File: src/include/bridge_pwm_pkg.sv
// Constants, mode and polarity codes for the bridge PWM controller.
// Assumes a single 20 MHz core clock.
package bridge_pwm_pkg;
    typedef enum logic [1:0] {
        MODE_SINGLE = 2'h0,
        MODE_HALF = 2'h1,
        MODE_FULL_FWD = 2'h2,
        MODE_FULL_REV = 2'h3
    } mode_t;
    typedef enum logic [1:0] {
        polarity_all_high = 2'h0,
        polarity_ac_high_bd_low = 2'h1,
        polarity_ac_low_bd_high = 2'h2,
        polarity_all_low = 2'h3
    } polarity_t;
    // Run state, Gray coded along idle -> run
    typedef enum logic [1:0] {
        ST_IDLE = 2'h0,
        ST_RUN = 2'h1
    } run_state_t;
    localparam int unsigned CLK_HZ = 20000000;
    localparam int unsigned OSC_PER_INSTR = 4;
    localparam logic [1:0] INSTR_DIV_MAX = 2'(OSC_PER_INSTR - 1);
    localparam int unsigned DUTY_W = 10;
    localparam int unsigned PERIOD_W = 8;
    localparam int unsigned DEAD_W = 7;
    localparam int unsigned OUT_N = 4;
    localparam logic [3:0] MASK_HALF = 4'h3;
    localparam logic [3:0] MASK_FULL = 4'hF;
    localparam logic [3:0] MASK_NONE = 4'h0;
    localparam int unsigned IDX_A = 0;
    localparam int unsigned IDX_B = 1;
    localparam int unsigned IDX_C = 2;
    localparam int unsigned IDX_D = 3;
endpackage : bridge_pwm_pkg

File: src/include/dead_band_if.sv
// Carrier between the controller and its dead band stage.
// Assumes one clock; the controller drives raw, the stage returns gated.
`timescale 1ns/10ps
interface dead_band_if;
    logic raw;
    logic enable;
    logic tick;
    logic [6:0] delay;
    logic hi_ok;
    logic lo_ok;
    modport ctrl (output raw, output enable, output tick, output delay,
        input hi_ok, input lo_ok);
    modport stage (input raw, input enable, input tick, input delay,
        output hi_ok, output lo_ok);
endinterface : dead_band_if

File: src/rtl/bridge_pwm_controller.sv
// Bridge PWM controller: four outputs A..D in single, half or full mode.
// Assumes commands are one-cycle strobes synchronous to core_clk_i.
//
// Contract
// - Mode 0 single, 1 half bridge, 2 full forward, 3 full reverse.
// - Two-bit polarity sets active level of A/C and B/D pairs.
// - Code 1 makes A and C active high, B and D active low.
// - Single mode setting is a D,C,B,A enable mask.
// - Half mode setting is dead band delay 0 to 127.
// - Eight-bit period sets one full on/off cycle length.
// - Ten-bit duty sets mark time within each cycle.
// - Used pins become outputs automatically on activation.
// - Unused pins keep their general-purpose function.
// - Single uses masked pins, half A and B, full all four.
// - All enabled single outputs carry the same waveform together.
// - Half mode: A carries PWM, B its complement.
// - Non-zero dead band keeps both half outputs inactive for value*4+2 to value*4+5 clocks.
// - Full forward: A active, D modulated, B and C inactive.
// - Full reverse: C active, B modulated, A and D inactive.
// - Duty-only update keeps timer; ignored until activated.
`timescale 1ns/10ps
module bridge_pwm_controller (
    input wire logic core_clk_i, // Core clock, 20 MHz
    input wire logic reset_n_i, // Async reset, active low
    input wire logic start_i, // Strobe: load all and activate
    input wire logic stop_i, // Strobe: off command
    input wire logic duty_load_i, // Strobe: duty-only update
    input wire logic [1:0] mode_i, // Mode code
    input wire logic [1:0] polarity_i, // Polarity code
    input wire logic [7:0] setting_i, // Mask or dead band
    input wire logic [7:0] period_i, // Period value
    input wire logic [9:0] duty_i, // Duty value
    input wire logic [3:0] gpio_out_i, // General-purpose levels D..A
    input wire logic [3:0] gpio_oe_n_i, // General-purpose enables, low=drive
    output logic [3:0] pin_o, // Pin levels D..A
    output logic [3:0] pin_oe_n_o, // Pin enables, low=drive
    output logic [3:0] pwm_owned_o, // Pins held by the PWM
    output logic active_o // Controller running
);
    bridge_pwm_pkg::run_state_t state;
    bridge_pwm_pkg::run_state_t next_state;
    bridge_pwm_pkg::mode_t mode;
    logic [1:0] polarity;
    logic [3:0] mask;
    logic [6:0] dead;
    logic [7:0] period;
    logic [9:0] duty;
    logic [9:0] counter;
    logic [9:0] next_counter;
    logic [1:0] div;
    logic tick;
    logic [3:0] active_lvl;
    logic [3:0] owned;
    logic [3:0] want_active;
    logic [3:0] pin_level;
    logic [3:0] next_pin;
    logic [3:0] next_oe_n;
    dead_band_if db ();

    dead_band u_dead_band (
        .core_clk_i(core_clk_i),
        .reset_n_i(reset_n_i),
        .db(db)
    );

    wire running = (state == bridge_pwm_pkg::ST_RUN);
    wire mark = running && (counter < duty);
    wire wrap = (counter >= {2'h0, period});

    assign active_lvl[bridge_pwm_pkg::IDX_A] = ~polarity[1];
    assign active_lvl[bridge_pwm_pkg::IDX_C] = ~polarity[1];
    assign active_lvl[bridge_pwm_pkg::IDX_B] = ~polarity[0];
    assign active_lvl[bridge_pwm_pkg::IDX_D] = ~polarity[0];

    always_comb begin
        case (mode)
            bridge_pwm_pkg::MODE_SINGLE: owned = mask;
            bridge_pwm_pkg::MODE_HALF: owned = bridge_pwm_pkg::MASK_HALF;
            bridge_pwm_pkg::MODE_FULL_FWD: owned = bridge_pwm_pkg::MASK_FULL;
            bridge_pwm_pkg::MODE_FULL_REV: owned = bridge_pwm_pkg::MASK_FULL;
            default: owned = bridge_pwm_pkg::MASK_NONE;
        endcase
    end

    always_comb begin
        case (mode)
            bridge_pwm_pkg::MODE_SINGLE: want_active = {4{mark}};
            bridge_pwm_pkg::MODE_HALF:
                want_active = {2'b00, db.lo_ok, db.hi_ok};
            bridge_pwm_pkg::MODE_FULL_FWD:
                want_active = {mark, 1'b0, 1'b0, 1'b1};
            bridge_pwm_pkg::MODE_FULL_REV:
                want_active = {1'b0, 1'b1, mark, 1'b0};
            default: want_active = 4'h0;
        endcase
    end

    assign db.raw = mark;
    assign db.enable = running && (mode == bridge_pwm_pkg::MODE_HALF);
    assign db.tick = tick;
    assign db.delay = dead;

    // Per-pin output selection
    genvar gi;
    generate
        for (gi = 0; gi < bridge_pwm_pkg::OUT_N; gi++) begin : g_pin
            assign pin_level[gi] = want_active[gi] ? active_lvl[gi]
                                                   : ~active_lvl[gi];
            assign next_pin[gi] = (running && owned[gi]) ? pin_level[gi]
                                                         : gpio_out_i[gi];
            assign next_oe_n[gi] = (running && owned[gi]) ? 1'b0
                                                          : gpio_oe_n_i[gi];
        end
    endgenerate

    always_comb begin
        next_state = state;
        case (state)
            bridge_pwm_pkg::ST_IDLE:
                if (start_i && !stop_i) next_state = bridge_pwm_pkg::ST_RUN;
            bridge_pwm_pkg::ST_RUN:
                if (stop_i) next_state = bridge_pwm_pkg::ST_IDLE;
            default: next_state = bridge_pwm_pkg::ST_IDLE;
        endcase
    end

    always_comb begin
        if (!running || start_i || wrap) begin
            next_counter = 10'h000;
        end else begin
            next_counter = counter + 10'h001;
        end
    end

    // Instruction-cycle enable for the dead band
    always_ff @(posedge core_clk_i or negedge reset_n_i) begin
        if (!reset_n_i) begin
            div <= 2'h0;
            tick <= 1'b0;
        end else begin
            div <= (div == bridge_pwm_pkg::INSTR_DIV_MAX) ? 2'h0 : div + 2'h1;
            tick <= (div == bridge_pwm_pkg::INSTR_DIV_MAX);
        end
    end

    always_ff @(posedge core_clk_i or negedge reset_n_i) begin
        if (!reset_n_i) begin
            state <= bridge_pwm_pkg::ST_IDLE;
            counter <= 10'h000;
        end else begin
            state <= next_state;
            counter <= next_counter;
        end
    end

    // Configuration latches on start; setting copied to both mask and dead
    always_ff @(posedge core_clk_i or negedge reset_n_i) begin
        if (!reset_n_i) begin
            mode <= bridge_pwm_pkg::MODE_SINGLE;
            polarity <= 2'h0;
            mask <= 4'h0;
            dead <= 7'h00;
            period <= 8'h00;
        end else if (start_i) begin
            mode <= bridge_pwm_pkg::mode_t'(mode_i);
            polarity <= polarity_i;
            mask <= setting_i[3:0];
            dead <= setting_i[6:0];
            period <= period_i;
        end
    end

    always_ff @(posedge core_clk_i or negedge reset_n_i) begin
        if (!reset_n_i) begin
            duty <= 10'h000;
        end else if (start_i || (duty_load_i && running)) begin
            duty <= duty_i;
        end
    end

    // Registered pins keep glitches off the FET drivers
    always_ff @(posedge core_clk_i or negedge reset_n_i) begin
        if (!reset_n_i) begin
            pin_o <= 4'h0;
            pin_oe_n_o <= 4'hF;
            pwm_owned_o <= 4'h0;
            active_o <= 1'b0;
        end else begin
            pin_o <= next_pin;
            pin_oe_n_o <= next_oe_n;
            pwm_owned_o <= running ? owned : 4'h0;
            active_o <= running;
        end
    end
endmodule : bridge_pwm_controller

File: src/rtl/dead_band.sv
// Dead band stage: after each edge of the raw PWM, both sides stay
// inactive for at least the programmed count of instruction cycles.
// Assumes tick is a one-cycle enable every four core clocks.
`timescale 1ns/10ps
module dead_band (
    input wire logic core_clk_i, // Core clock
    input wire logic reset_n_i, // Async reset, active low
    dead_band_if.stage db // Raw PWM in, gated permits out
);
    logic raw_q;
    logic [7:0] count;
    logic [7:0] next_count;
    logic [7:0] reload;
    wire edge_seen = db.raw ^ raw_q;
    wire waiting = (count != 8'h00);

    // minimum dead time
    // The free divider may tick right after an edge, so a non-zero delay
    // loads one extra tick and never ends short of delay instruction cycles
    assign reload = (db.delay == 7'h00) ? 8'h00
                                        : {1'b0, db.delay} + 8'h01;

    always_comb begin
        next_count = count;
        if (!db.enable) begin
            next_count = 8'h00;
        end else if (edge_seen) begin
            next_count = reload;
        end else if (waiting && db.tick) begin
            next_count = count - 8'h01;
        end
    end

    always_ff @(posedge core_clk_i or negedge reset_n_i) begin
        if (!reset_n_i) begin
            raw_q <= 1'b0;
            count <= 8'h00;
        end else begin
            raw_q <= db.raw;
            count <= next_count;
        end
    end

    assign db.hi_ok = db.raw && !edge_seen && !waiting;
    assign db.lo_ok = !db.raw && !edge_seen && !waiting;
endmodule : dead_band

File: config.mk
export PLATFORM = sky130hd
export DESIGN_NAME = bridge_pwm_controller
export DESIGN_NICKNAME = d
export VERILOG_FILES = /design/src/include/bridge_pwm_pkg.sv /design/src/include/dead_band_if.sv /design/src/rtl/bridge_pwm_controller.sv /design/src/rtl/dead_band.sv
export SDC_FILE = /design/constraint.sdc
export NUM_CORES = 1
export LEC_CHECK = 0
export ABC_AREA = 0
export BUFFER_PORTS_ARGS = -buffer_cell sky130_fd_sc_hd__clkbuf_2
export CORE_MARGIN = 8
export CORE_UTILIZATION = 45
export DETAILED_ROUTE_END_ITERATION = 16
export GPL_ROUTABILITY_DRIVEN = 0
export PLACE_DENSITY = 0.69
export SKIP_LAST_GASP = 1
export SLEW_MARGIN = 25
export SYNTH_ARGS = -nofsm -noshare
export SYNTH_HDL_FRONTEND = slang
export SYNTH_HIERARCHICAL = 1
export SYNTH_SLANG_ARGS = --single-unit
File: constraint.sdc
create_clock -name core_clk_i -period 2.85 [get_ports core_clk_i]
set_input_delay 0.285 -clock core_clk_i [delete_from_list [all_inputs] [get_ports core_clk_i]]
set_output_delay 0.285 -clock core_clk_i [all_outputs]
set_load 0.02 [all_outputs]
==> impl_metrics.json <==
{
  "via_count": 2545,
  "core_um2": 7567,
  "nets": 455,
  "p_per_area_nw_per_um2": 539.9,
  "syn-num-nets": 388,
  "firstDrtPassIters": 4,
  "die_x_um": 103.2,
  "crit_path_start_kind": "flop",
  "fin_skew_ns": 0.008308,
  "clock_path_buffers": 2,
  "fmax_ghz": 0.3893,
  "grt_max_degree": 31,
  "wire_per_inst_um": 14.77,
  "ys_types": 53,
  "ctsHtreeMaxLevel": 3,
  "synth_area_um2": 3423,
  "chipHeight_um": 103.2,
  "synth_top_cells_by_area": "dfrtp_1 45%, ha_1 9.1%, mux2_2 6.6%",
  "end_kind": "flop",
  "vias_per_cell": 5.152,
  "grt_first_pass_wirelength_um": 12240,
  "p_int_uw": 1620,
  "switchingPower_uw": 586.9,
  "cap_viol_max_count": 0,
  "relSlewSlack": 0.4337,
  "path_cells": "ha_1 -> nand2_1 -> o21ai_0 -> nor2b_4 -> nor2_2 -> inv_1 -> ha_1 -> and3_1 -> inv_1 -> a21oi_1 -> xor2_1 -> o31ai_1 -> o21ai_0",
  "dp_slack_ns": 0.1765,
  "clk_latency_ns": 0.35,
  "drive_gt1_frac": 0.2908,
  "pwr-share-comb": 0.153,
  "finalHoldViolCount": 0,
  "grt_usage": 0.1498,
  "ant_nets": 0,
  "boundaryPins": 56,
  "synth_top_area_share": 0.4459,
  "drtIter0Drc": 106,
  "status": "finished, final reports clean",
  "gr-total-overflow": 0,
  "root_buffer": "clkbuf_8",
  "synth_area_per_cell_um2": 10.70,
  "crit_type": "reg -> reg",
  "max_stage_delay_ns": 0.43,
  "cp_max_fo": 6,
  "hold_path_depth": 2,
  "crit_required_ns": 3.08,
  "numCtsBuffers": 9,
  "p_sw_frac": 0.2659,
  "grt_pass1_vias": 2580,
  "dp_hpwl_um": 5447,
  "syn_inst": 320,
  "tritoncts": "yes",
  "drcViolationCount": 0,
  "synth_top_cell_by_area": "dfrtp_1",
  "tightest_slew_ns": 0.8430,
  "ys_async_sr_fraction": 1.000,
  "period_share": 0.9014,
  "leakage_uw": 0.001986,
  "ys.flop_type": "dfrtp_1",
  "cp_slowest_cell": "dfrtp_1",
  "drt-total-wl_um": 7295,
  "cts_num_sinks": 65,
  "start_util": 0.4524,
  "sequentialPowerShare": 0.474,
  "finalMaxSlewViolations": 0,
  "p_total_uw": 2207,
  "antenna_found_initial": 0,
  "syn_to_final_growth_pct": 19.41,
  "fin_crit_ns": 2.569,
  "yosys_register_bits": 65,
  "placementRows": 32,
  "antenna-diode-count": 0,
  "placed_area_um2": 3835,
  "dieArea_um2": 10650,
  "clkPwrFrac": 0.373,
  "cp_data_arrival_time_ns": 2.80,
  "ir_worst_vdd_mv": 0.2342,
  "timing.final.ws_setup_ns": 0.2810,
  "hold_class": "in -> reg",
  "fin_setup_tns_ns": 0,
  "utilization": 0.5402,
  "io_buffers": 54,
  "clkSlewWorstSetupHoldPaths_ns": 0.07,
  "final_area_um2": 4088,
  "yosysWarningCount": 6,
  "synth-seq-area-share": 0.4766,
  "setup_viol": 0,
  "r2r_cells": 13,
  "synth_edf_count": 0
}
[worst paths after layout]
kind | from | to | slack [ns]
hold / removal | stop_i | state[0] | 0.08
hold reg to reg | div[0] | div[0] | 0.44
max in group asynchronous | reset_n_i | pin_oe_n_o[3] | 1.57
min in group asynchronous | reset_n_i | pwm_owned_o[0] | 0.48
setup reg to reg | counter[5] | pin_o[1] | 0.28
setup / recovery | counter[5] | pin_o[1] | 0.28
[area by class of cell]
class	instances	area, µm²
sequential	65	1632
clock buffer	14	172.7
clock inverter	2	35.03
multi-input combinational	215	1657
fill	690	3480
tap	102	127.6
inverter	33	123.9
timing repair buffer	63	340.3
[cell usage in the layout (no fill, tap or decap), types with 2 or more instances in the layout]
cell type  instances
a211o_1            2
a211oi_1           2
a21o_1             2
a21oi_1           19
a21oi_2            2
and2_1             4
and3_1             5
buf_4              8
clkbuf_1           2
clkbuf_2          54
clkbuf_8          12
dfrtp_1           61
dfstp_2            4
ha_1              25
inv_1             33
mux2_2            20
nand2_1           21
nand2b_1           5
nand3_1            8
nand4_1            6
nor2_1            10
nor2b_1            5
nor3_1             5
nor4b_1            2
o211a_1            2
o21ai_0           18
o311ai_0           2
o32ai_1            2
xnor2_1           12
xor2_1             9
[per-stage QoR]
step                hold WS [ns]  instances
finish                   0.07787        494
global route             0.06846        494
CTS                      0.06497        492
detailed placement        0.3291        475
global placement          0.3216        475
floorplan               -0.01059        320
[power by group through the flow]
stage / Combinational (µW) / Clock, µW / Sequential (µW)
2_1_floorplan: 205 / 0 / 1070
3_3_place_gp: 325 / 0 / 1060
4_1_cts: 337 / 843 / 1050
6_report: 337 / 824 / 1050
5_1_grt: 382 / 880 / 1050
3_5_place_dp: 334 / 0 / 1060
[worst max-delay path: cells and delay by family, from the launching register on]
kind,cells,cell delay (ns)
AOI/OAI and AO/OA,4,0.74
xor gates and xnor gates,1,0.08
adders and majority gates,2,0.46
buffers and inverters,2,0.11
DFF,1,0.43
and+or+nand+nor,4,0.62
[layer usage]
metal  vias up  global-route usage  wire (µm)
li1       1260                   -          -
met1      1216              0.1794       3228
met2        56              0.2357       3426
met3        13             0.04819        475
met4         0             0.07898        165
met5         -                   0          0
[kinds of logic after synthesis]
logic type | Yosys count | synth area share
and+or+nand+nor | 83 | 0.1411
DFF | 65 | 0.4766
AOI/OAI and AO/OA | 63 | 0.1188
buffers and inverters | 40 | 0.04532
adders and majority gates | 25 | 0.09137
muxes | 22 | 0.07200
xor gates and xnor gates | 21 | 0.05373
other | 1 | 0.001095
[repair_timing]
action / CTS / global route
setup endpoints to repair: 0 / 8
resized for setup: 0 / 5
hold endpoints to repair: 20 / 0
buffers inserted: 0 / 2
hold buffers: 1 / 0
[state kept, by name, summed over array words and instances (netlist names)]
name	flops
counter	10
u_dead_band/raw_q	1
active_o	1
state	1
polarity	2
u_dead_band/count	8
div	2
pin_o	4
duty	10
pin_oe_n_o	4
mask	3
mode	2
pwm_owned_o	4
db.tick	1
db.delay	4
period	8
[synthesized netlist by cell type (2+ instances only)]
library cell / number
a211o_1: 2
a211oi_1: 3
a21o_1: 2
a21oi_1: 19
a21oi_2: 2
and2_1: 4
and3_1: 5
clkbuf_1: 4
dfrtp_1: 61
dfstp_2: 4
ha_1: 25
inv_1: 33
mux2_2: 20
nand2_1: 21
nand2b_1: 5
nand3_1: 8
nand4_1: 6
nor2_1: 11
nor2b_1: 6
nor3_1: 6
nor4b_1: 2
o211a_1: 2
o21ai_0: 18
o311ai_0: 2
o32ai_1: 2
xnor2_1: 12
xor2_1: 9
Note: power is estimated with default switching activity, not from simulation.
